$ cat config.mk
export PLATFORM = sky130hd
export DESIGN_NAME = usbrd_strap_flags
export DESIGN_NICKNAME = d
export VERILOG_FILES = /design/src/verilog/usbrd_pkg.sv /design/src/verilog/usbrd_strap_flags.sv
export SDC_FILE = /design/constraint.sdc
export NUM_CORES = 1
export LEC_CHECK = 0
export ABC_AREA = 0
export BUFFER_PORTS_ARGS = -buffer_cell sky130_fd_sc_hd__buf_2
export CORE_ASPECT_RATIO = 0.7
export CORE_MARGIN = 8
export CORE_UTILIZATION = 40
export CTS_BUF_LIST = sky130_fd_sc_hd__clkbuf_8
export CTS_CLUSTER_SIZE = 30
export DETAILED_ROUTE_END_ITERATION = 8
export GPL_ROUTABILITY_DRIVEN = 0
export GPL_TIMING_DRIVEN = 0
export PLACE_DENSITY_LB_ADDON = 0.08
export SLEW_MARGIN = 10
export SYNTH_ARGS = -nofsm -noshare
export SYNTH_HDL_FRONTEND = slang
export SYNTH_SLANG_ARGS = --single-unit
$ cat constraint.sdc
create_clock -name clk_sys -period 6.08 [get_ports clk_sys]
set_input_delay 1.216 -clock clk_sys [delete_from_list [all_inputs] [get_ports clk_sys]]
set_output_delay 1.216 -clock clk_sys [all_outputs]
set_load 0.02 [all_outputs]
$ cat src/verilog/usbrd_pkg.sv
// Package of constants and types for the redriver strap and flag logic
package usbrd_pkg;
    localparam logic [6:0] I2C_TARGET_ADDR = 7'h2C;
    localparam int         CLK_HZ          = 50_000_000;
    localparam int         CHIRP_MIN_NS    = 18_000;
    localparam int         CHIRP_MAX_NS    = 128_000;
    localparam int         CLK_PERIOD_NS   = 1_000_000_000 / CLK_HZ;
    // Least time rounds up, longest time rounds down
    localparam int         CHIRP_MIN_CYC   = (CHIRP_MIN_NS + CLK_PERIOD_NS - 1) / CLK_PERIOD_NS;
    localparam int         CHIRP_MAX_CYC   = CHIRP_MAX_NS / CLK_PERIOD_NS;
    localparam int         CHIRP_CNT_W     = 13;

    // Three-level strap encodings
    localparam logic [1:0] TRI_LOW         = 2'h0;
    localparam logic [1:0] TRI_FLOAT       = 2'h1;
    localparam logic [1:0] TRI_HIGH        = 2'h2;

    // Dc_gain_strap settings in mV
    localparam logic [6:0] DC_GAIN_STRAP_40MV   = 7'h28;
    localparam logic [6:0] DC_GAIN_STRAP_60MV   = 7'h3C;
    localparam logic [6:0] DC_GAIN_STRAP_80MV   = 7'h50;

    localparam logic [1:0] AC_LEVEL_MAX    = 2'h3;
    localparam logic [6:0] DC_GAIN_STRAP_RST    = 7'h3C;

    typedef enum logic [2:0]
    {
        LS_DISCONN = 3'h0,
        LS_ATTACH  = 3'h1,
        LS_CHIRP_J = 3'h2,
        LS_CHIRP_K = 3'h3,
        LS_HS_WAIT = 3'h4,
        LS_HS      = 3'h5,
        LS_FIXTURE = 3'h6
    } usbrd_link_t;

    typedef struct packed
    {
        logic                   strap_done;
        logic                   i2c_mode;
        logic [1:0]             ac_level;
        logic [6:0]             dc_gain_strap_mv;
        usbrd_link_t            link;
        logic [CHIRP_CNT_W-1:0] chirp_cnt;
        logic                   attach_flag;
        logic                   hs_flag;
        logic [1:0]             rst_sync;
        logic [7:0]             ev_sync1;
        logic [7:0]             ev_sync2;
        logic [6:0]             strap_sync1;
        logic [6:0]             strap_sync2;
    } usbrd_state_t;
endpackage

$ cat src/verilog/usbrd_strap_flags.sv
// Strap capture and status flag logic of the redriver
// Contract
// - While the reset input is low the device is held in reset and shutdown, else it runs.
// - Both I2C lines high at reset select I2C mode, otherwise pin-strap mode.
// - In I2C mode the shared clock pin is the I2C clock and the target address is 0x2C.
// - In pin-strap mode the clock pin becomes the attach flag, set on a data-line pull-up.
// - The attach flag clears when a disconnect is detected.
// - The AC boost strap is sampled only at reset release and held until the next reset.
// - A floating AC boost strap selects the maximum AC boost.
// - In pin-strap mode the DC strap selects 80 mV high, 60 mV floating, 40 mV low.
// - In I2C mode the DC pin is neither a boost strap nor a status output.
// - In pin-strap mode the DC pin becomes the high-speed-active output after reset.
// - High-speed flag sets on a test fixture from unconnected followed by a test packet.
// - High-speed flag sets on squelch after a USB reset with one J/K chirp pair of 18-128 us.
// - The core regulator is enabled only while the channel is in high-speed mode.
// - The AC boost strap decodes into levels 0 to 3 from the pull-down value.
module usbrd_strap_flags
(
    // Clock and reset
    input  wire logic       clk_sys,
    input  wire logic       reset_n,
    // Device reset pin
    input  wire logic       active_low_device_reset,
    // Straps, analog-decoded
    input  wire logic       scl_pulled_high,
    input  wire logic       sda_pulled_high,
    input  wire logic [1:0] ac_boost_strap,
    input  wire logic       ac_boost_floating,
    input  wire logic [1:0] dc_gain_strap,
    // Line events from the analog front end
    input  wire logic       pullup_seen,
    input  wire logic       disconnect_seen,
    input  wire logic       usb_reset_seen,
    input  wire logic       chirp_j_active,
    input  wire logic       chirp_k_active,
    input  wire logic       squelch_seen,
    input  wire logic       fixture_seen,
    input  wire logic       test_packet_seen,
    // Configuration results
    output logic            device_enable,
    output logic            i2c_mode,
    output logic [6:0]      i2c_target_addr,
    output logic [1:0]      ac_boost_level,
    output logic [6:0]      dc_gain_strap_mv,
    // Shared pin drive
    output logic            attach_detected_flag,
    output logic            attach_detected_oe,
    output logic            high_speed_active_flag,
    output logic            high_speed_active_oe,
    output logic            core_regulator_output
);
    usbrd_pkg::usbrd_state_t st_r;
    usbrd_pkg::usbrd_state_t st_nxt;
    logic                    run;
    logic                    pull;
    logic                    disc;
    logic                    ureset;
    logic                    cj;
    logic                    ck;
    logic                    squelch;
    logic                    fixture;
    logic                    tpkt;
    logic                    chirp_ok;
    logic                    strap_i2c;

    // Counter must reach the longest legal chirp
    if (usbrd_pkg::CHIRP_MAX_CYC >= (1 << usbrd_pkg::CHIRP_CNT_W))
    begin
        $error("chirp counter too narrow");
    end

    // Straps are pins: read only after two flip-flops
    assign strap_i2c = st_r.strap_sync2[6] && st_r.strap_sync2[5];
    assign run      = st_r.rst_sync[1];
    assign pull     = st_r.ev_sync2[0];
    assign disc     = st_r.ev_sync2[1];
    assign ureset   = st_r.ev_sync2[2];
    assign cj       = st_r.ev_sync2[3];
    assign ck       = st_r.ev_sync2[4];
    assign squelch  = st_r.ev_sync2[5];
    assign fixture  = st_r.ev_sync2[6];
    assign tpkt     = st_r.ev_sync2[7];
    assign chirp_ok = (st_r.chirp_cnt >= usbrd_pkg::CHIRP_CNT_W'(usbrd_pkg::CHIRP_MIN_CYC))
                   && (st_r.chirp_cnt <= usbrd_pkg::CHIRP_CNT_W'(usbrd_pkg::CHIRP_MAX_CYC));

    always_comb
    begin
        st_nxt          = st_r;
        st_nxt.rst_sync = {st_r.rst_sync[0], active_low_device_reset};
        st_nxt.ev_sync1 = {test_packet_seen, fixture_seen, squelch_seen, chirp_k_active,
                           chirp_j_active, usb_reset_seen, disconnect_seen, pullup_seen};
        st_nxt.ev_sync2 = st_r.ev_sync1;
        st_nxt.strap_sync1 = {scl_pulled_high, sda_pulled_high, ac_boost_floating,
                              ac_boost_strap, dc_gain_strap};
        st_nxt.strap_sync2 = st_r.strap_sync1;
        if (!run)
        begin
            // Held in reset and shutdown; straps recaptured at next release
            st_nxt.strap_done  = 1'b0;
            st_nxt.link        = usbrd_pkg::LS_DISCONN;
            st_nxt.chirp_cnt   = '0;
            st_nxt.attach_flag = 1'b0;
            st_nxt.hs_flag     = 1'b0;
        end
        else if (!st_r.strap_done)
        begin
            // Single capture of all straps at release
            st_nxt.strap_done  = 1'b1;
            st_nxt.i2c_mode    = strap_i2c;
            st_nxt.ac_level    = st_r.strap_sync2[4] ? usbrd_pkg::AC_LEVEL_MAX
                                                     : st_r.strap_sync2[3:2];
            // DC pin is a test pin in I2C mode, so its strap is not used
            st_nxt.dc_gain_strap_mv = usbrd_pkg::DC_GAIN_STRAP_RST;
            if (!strap_i2c)
            begin
                unique case (st_r.strap_sync2[1:0])
                    usbrd_pkg::TRI_HIGH:  st_nxt.dc_gain_strap_mv = usbrd_pkg::DC_GAIN_STRAP_80MV;
                    usbrd_pkg::TRI_LOW:   st_nxt.dc_gain_strap_mv = usbrd_pkg::DC_GAIN_STRAP_40MV;
                    default:              st_nxt.dc_gain_strap_mv = usbrd_pkg::DC_GAIN_STRAP_60MV;
                endcase
            end
        end
        else
        begin
            if (disc)
            begin
                st_nxt.attach_flag = 1'b0;
                st_nxt.hs_flag     = 1'b0;
                st_nxt.link        = usbrd_pkg::LS_DISCONN;
            end
            else
            begin
                if (st_r.link == usbrd_pkg::LS_DISCONN && pull)
                    st_nxt.attach_flag = 1'b1;
                unique case (st_r.link)
                    usbrd_pkg::LS_DISCONN:
                    begin
                        if (fixture)
                            st_nxt.link = usbrd_pkg::LS_FIXTURE;
                        else if (pull)
                            st_nxt.link = usbrd_pkg::LS_ATTACH;
                    end
                    usbrd_pkg::LS_FIXTURE:
                    begin
                        if (tpkt)
                        begin
                            st_nxt.hs_flag = 1'b1;
                            st_nxt.link    = usbrd_pkg::LS_HS;
                        end
                    end
                    usbrd_pkg::LS_ATTACH:
                    begin
                        st_nxt.chirp_cnt = '0;
                        // Entry cycle already counts as the first chirp cycle
                        if (ureset && cj)
                        begin
                            st_nxt.chirp_cnt = usbrd_pkg::CHIRP_CNT_W'(1);
                            st_nxt.link      = usbrd_pkg::LS_CHIRP_J;
                        end
                    end
                    usbrd_pkg::LS_CHIRP_J:
                    begin
                        if (cj)
                        begin
                            if (st_r.chirp_cnt != '1)
                                st_nxt.chirp_cnt = st_r.chirp_cnt + 1'b1;
                        end
                        else if (ck && chirp_ok)
                        begin
                            st_nxt.chirp_cnt = usbrd_pkg::CHIRP_CNT_W'(1);
                            st_nxt.link      = usbrd_pkg::LS_CHIRP_K;
                        end
                        else
                            st_nxt.link = usbrd_pkg::LS_ATTACH;
                    end
                    usbrd_pkg::LS_CHIRP_K:
                    begin
                        if (ck)
                        begin
                            if (st_r.chirp_cnt != '1)
                                st_nxt.chirp_cnt = st_r.chirp_cnt + 1'b1;
                        end
                        else if (chirp_ok)
                            st_nxt.link = usbrd_pkg::LS_HS_WAIT;
                        else
                            st_nxt.link = usbrd_pkg::LS_ATTACH;
                    end
                    usbrd_pkg::LS_HS_WAIT:
                    begin
                        if (squelch)
                        begin
                            st_nxt.hs_flag = 1'b1;
                            st_nxt.link    = usbrd_pkg::LS_HS;
                        end
                    end
                    usbrd_pkg::LS_HS:
                    begin
                        if (ureset)
                        begin
                            // A new chirp J is timed from this cycle on
                            st_nxt.hs_flag   = 1'b0;
                            st_nxt.chirp_cnt = usbrd_pkg::CHIRP_CNT_W'(1);
                            st_nxt.link      = cj ? usbrd_pkg::LS_CHIRP_J : usbrd_pkg::LS_ATTACH;
                        end
                    end
                    default:
                        st_nxt.link = usbrd_pkg::LS_DISCONN;
                endcase
            end
        end
    end

    always_ff @(posedge clk_sys or negedge reset_n)
    begin
        if (!reset_n)
        begin
            st_r             <= '0;
            st_r.ac_level    <= usbrd_pkg::AC_LEVEL_MAX;
            st_r.dc_gain_strap_mv <= usbrd_pkg::DC_GAIN_STRAP_RST;
        end
        else
            st_r <= st_nxt;
    end

    assign device_enable          = run && st_r.strap_done;
    assign i2c_mode               = st_r.i2c_mode;
    assign i2c_target_addr        = usbrd_pkg::I2C_TARGET_ADDR;
    assign ac_boost_level         = st_r.ac_level;
    assign dc_gain_strap_mv            = st_r.dc_gain_strap_mv;
    // Status pins driven only in pin-strap mode after capture
    assign attach_detected_oe     = device_enable && !st_r.i2c_mode;
    assign attach_detected_flag   = st_r.attach_flag && attach_detected_oe;
    assign high_speed_active_oe   = device_enable && !st_r.i2c_mode;
    assign high_speed_active_flag = st_r.hs_flag && high_speed_active_oe;
    assign core_regulator_output  = device_enable && st_r.hs_flag;
endmodule

==> After elaboration in Yosys (flattened, before gate mapping) <==
Index checks and enable logic that the tools add are counted.
{ "totals": {"reg_bits": 61, "inputBits": 18, "wordCells": 89} }
{ "op_classes": {"addsub": 1, "order_cmp": 2, "eq_ne": 23, "mux": 31, "n_bitwise": 1, "n_reduce_logical": 18} }
{ "ops": {"columns": ["operator", "count"], "rows": [
  ["two-way mux 13 bit", 5],
  ["one-hot mux 13 bit (4 select lines)", 1],
  ["two-way mux 18 bit", 2],
  ["two-way mux 16 bit", 2],
  ["inequality test 4 bit (second input constant)", 7],
  ["two-way mux 3 bit", 8],
  ["one-hot mux 3 bit (7 select lines)", 1],
  ["one-hot mux 7 bit (2 select lines)", 1],
  ["adder 13 x 1 -> 13 bit (second input constant)", 1],
  [">= comparator 13 x 10 -> 1 bit (second input constant)", 1],
  ["<= comparator 13 bit (second input constant)", 1],
  ["inequality test 13 bit (second input constant)", 1],
  ["logical AND 1 bit", 10],
  ["== test 3 bit (second input constant)", 3],
  ["two-way mux 2 bit", 4],
  ["AND reduction 8 bit", 1],
  ["two-way mux 7 bit", 1],
  ["== test 3 x 2 -> 1 bit (second input constant)", 2],
  ["inequality test 3 bit (second input constant)", 2],
  ["AND reduction 6 bit", 1],
  ["two-way mux 1 bit", 5],
  ["inequality test 5 x 1 -> 1 bit (second input constant)", 1],
  ["inequality test 5 x 2 -> 1 bit (second input constant)", 1],
  ["inequality test 5 bit (second input constant)", 1],
  ["other kinds (12)", 13]
]} }

==> Logic depth before layout (Yosys ltp) <==
{ "depth": {"depth_word": 9, "mapped_depth": 8, "ltp_nobuf": 7} }

==> Worst setup path before layout <==
No wires, ideal clock.
{ "synth_timing": {"path_type": "register -> output", "startpoint": "register st_r (netlist bit run)", "endpoint": "output attach_detected_flag", "t_arrival_ns": 1.624, "path_slack_ns": 3.240, "stages_incl_launch_ff": 5, "n_path_buf": 1, "path_cell_list": "dfrtp_1 -> buf_2 -> and2_1 -> nor2b_1 -> and2_1"} }
{ "synth_via": {"elab_chain_len": 3} }
{ "synth_lines": {"columns": ["item", "line", "rtl"], "rows": [
  ["from (decl)", "usbrd_strap_flags.sv:52", "usbrd_pkg::usbrd_state_t st_r;"],
  ["from (signal assigned)", "usbrd_strap_flags.sv:222", "st_r <= st_nxt;"],
  ["logical AND 1 bit", "usbrd_strap_flags.sv:225", "assign device_enable = run && st_r.strap_done;"],
  ["named net device_enable", "usbrd_strap_flags.sv:40", "output logic device_enable,"],
  ["logical AND 1 bit", "usbrd_strap_flags.sv:231", "assign attach_detected_oe = device_enable && !st_r.i2c_mode;"],
  ["named net attach_detected_oe", "usbrd_strap_flags.sv:47", "output logic attach_detected_oe,"],
  ["logical AND 1 bit", "usbrd_strap_flags.sv:232", "assign attach_detected_flag = st_r.attach_flag && attach_detected_oe;"],
  ["to (decl)", "usbrd_strap_flags.sv:46", "output logic attach_detected_flag,"]
]} }
The timed path passes the listed nets, and every way through them passes these cells.

==> Worst setup path after layout <==
{ "layout_timing": {"startpoint": "register st_r (netlist bit run)", "endpoint": "output high_speed_active_flag"} }
{ "layout_via": {"elab_chain_len": 3} }
{ "layout_lines": {"columns": ["item", "line", "rtl"], "rows": [
  ["logical AND 1 bit", "usbrd_strap_flags.sv:225", null],
  ["logical AND 1 bit", "usbrd_strap_flags.sv:233", "assign high_speed_active_oe = device_enable && !st_r.i2c_mode;"],
  ["logical AND 1 bit", "usbrd_strap_flags.sv:234", "assign high_speed_active_flag = st_r.hs_flag && high_speed_active_oe;"],
  ["to (decl)", "usbrd_strap_flags.sv:48", "output logic high_speed_active_flag,"]
]} }
Every way passes these cells.

==> run metrics <==
status finished clean; Syn Inst Count 252; post-DP HPWL 3870 um; final slew viol count 0; crit start category register; reg2reg end st_r[34]; clock buffer depth 2; Tot GR Track Use roughly 12%; period utilization 48.7%; vias per cell between 4 and 5; GR Overflow Total 0; Post-synth top cells dfrtp_1, nand2_1, nor2_1; ranking of synthesized cells by area dfrtp_1, dfstp_2, buf_4; Layout Skew ~7.6 ps; CTS clock-pin slew for the worst setup and hold paths 70 ps; worst hold slack between 300 and 400 ps; R2R Setup Slk 3720 ps; arrival time worst endpoint 1740 ps; CP endpoint kind output pin; # nets final 321; Ports 41; Setup Fix Bufs, Post-CTS 0; antenna diode count 0; Max stage delay on crit path roughly 440 ps; share of the synthesized area in the top cell type 50.0%; antenna-violating nets left 0; leading area contributor after synthesis dfrtp_1; CTS resizes 0; clock sink total 58; CP cell instances buf_2, and2_1, nor2b_1, and2_1, buf_2; FF-to-FF Start st_r[36]; min Tclk post-route 2960 ps; reg2reg path depth 6; standard-cell row count 25; CTS tree yes; Main synth FF type dfrtp_1; fmax approximately 340 MHz; DIE WIDTH 113 um; routed len/inst 13.5 um; Initial Utilization 40.2%; # fillers 603; #FFs+latches synth 58; CP max stage cell dfrtp_1; router iterations before antenna repair 4; Worst Hold End st_r[5]; vias in the first global route 1842; Root Driver clkbuf_8; Hold Crit Class reg -> reg; Worst-Margin Slew approximately 710 ps; PwrDens 311 nW/um^2; RSZ-0062 raised after global routing no; Slew headroom 52.7%; peak supply drop 134 uV; # H-tree levels 3; CTS Hold Bufs 0; clk_lat worst skew ~330 ps; synth unique cells 52; Via Count 1928; first-pass GRT wire length 9130 um; Mapped Avg Cell Area 10.5 sq um; CTS buffer count 9; WHS Path Cells 0; hold path start st_nxt[5]; crit path max fanout 10; final hold vios 0; register area share after synthesis 54.9%; Synth-to-Final Area Change 19.6%; fraction of registers with async set/reset 100%; die height 84.2 um; critical path class reg -> out; die area around 9500 sq um; largest net degree at the start of global routing 59; Leak about 1.4 nW; Post-synth EDFFs 0; initial antenna violation count 0; cell area after synthesis 2660 sq um; share of layout cells above drive strength 1 27.9%; count leader, synth dfrtp_1; drt drc 0; DRT iter0 DRCs 65; CORE AREA 6600 sq um; setup_tns 0 ps; Max Cap Viol 0; WP data required 4860 ps; Final Setup Violations 0; Port Buffers 31; Syn. warnings 0; WL final 5380 um; Pwr Total 986 uW
==> stage by stage <==
step | util, % | area [sq um] | std cells | worst slack, ps
2_1_floorplan | - | 2680 | 259 | 3240
5_1_grt | 48.1 | 3170 | 399 | 2960
4_1_cts | 48.1 | 3170 | 399 | 3080
6_report | 48.1 | 3170 | 399 | 3120
3_3_place_gp | 44.8 | 2950 | 384 | 3470
3_5_place_dp | 44.8 | 2960 | 384 | 3460
==> cell families after synthesis <==
family,Yosys count,share of synthesized area [%]
fa+ha+maj,2,0.942
buf+inv,31,7.02
simple gates,94,19.0
other cells,2,0.283
compound gates,63,16.9
flops,58,54.9
mux,2,0.895
==> worst max-delay path by stage <==
| stage | end | slack [ps] | start |
|---|---|---|---|
| after floorplan | attach_detected_flag | 3240 | run |
| after global placement | attach_detected_flag | 3470 | run |
| after detailed placement | high_speed_active_flag | 3460 | run |
| after CTS | high_speed_active_flag | 3080 | run |
| after global routing | attach_detected_flag | 2960 | run |
| final | high_speed_active_flag | 3120 | run |
==> placed cells by master (no fill, tap or decap), types with 3 or more instances in the layout <==
cell type	synthesis	layout
dfrtp_1	53	53
buf_2	5	35
nand2_1	25	25
nor2_1	19	19
buf_4	17	18
a21oi_1	11	11
clkbuf_8	0	10
nand3_1	9	9
a31oi_1	9	9
o21ai_1	9	9
conb_1	2	9
inv_1	7	8
and2_1	8	8
nand2b_1	8	8
o21ai_0	8	8
dfstp_2	5	5
nor2b_1	4	4
nor3_1	4	4
nand4_1	4	4
o31ai_1	4	4
and3_1	3	3
==> report_power, final <==
group          leakage, nW  internal (mW)  total, mW  switching (mW)
Combinational        0.611         0.0680      0.169           0.101
Clock                0.110          0.239      0.383           0.145
Sequential           0.711          0.414      0.433          0.0194
==> critical path, delay by kind of cell (launching register included) <==
kind,cells,cell delay (ps)
buffers and inverters,2,420
and+or+nand+nor,3,550
DFF,1,440
==> registers in the layout (all words and copies together) (netlist names) <==
register / flops
ck: 1
i2c_mode: 1
st_nxt: 16
pull: 1
ac_boost_level: 2
cj: 1
dc_gain_strap_mv: 4
st_r: 28
fixture: 1
squelch: 1
run: 1
disc: 1
==> final cells by class <==
type	count	area (sq um)	share of cell area, %
Inverter	7	26.3	0.828
Multi-Input combinational cell	170	1040	32.7
Clock buffer	10	138	4.34
Clock inverter	5	80.1	2.52
Timing Repair Buffer	31	158	4.97
Sequential cell	58	1460	45.9
Tap cell	94	118	3.71
Buffer	24	160	5.05
==> per-layer routing <==
metal / wire length (um) / vias up / global-route usage [%]
li1: - / 964 / -
met1: 2720 / 910 / 16.7
met2: 2320 / 52 / 16.9
met3: 311 / 2 / 4.30
met4: 21 / 0 / 5.54
met5: 0 / - / 0
Note: power is estimated with default switching activity, not from simulation.
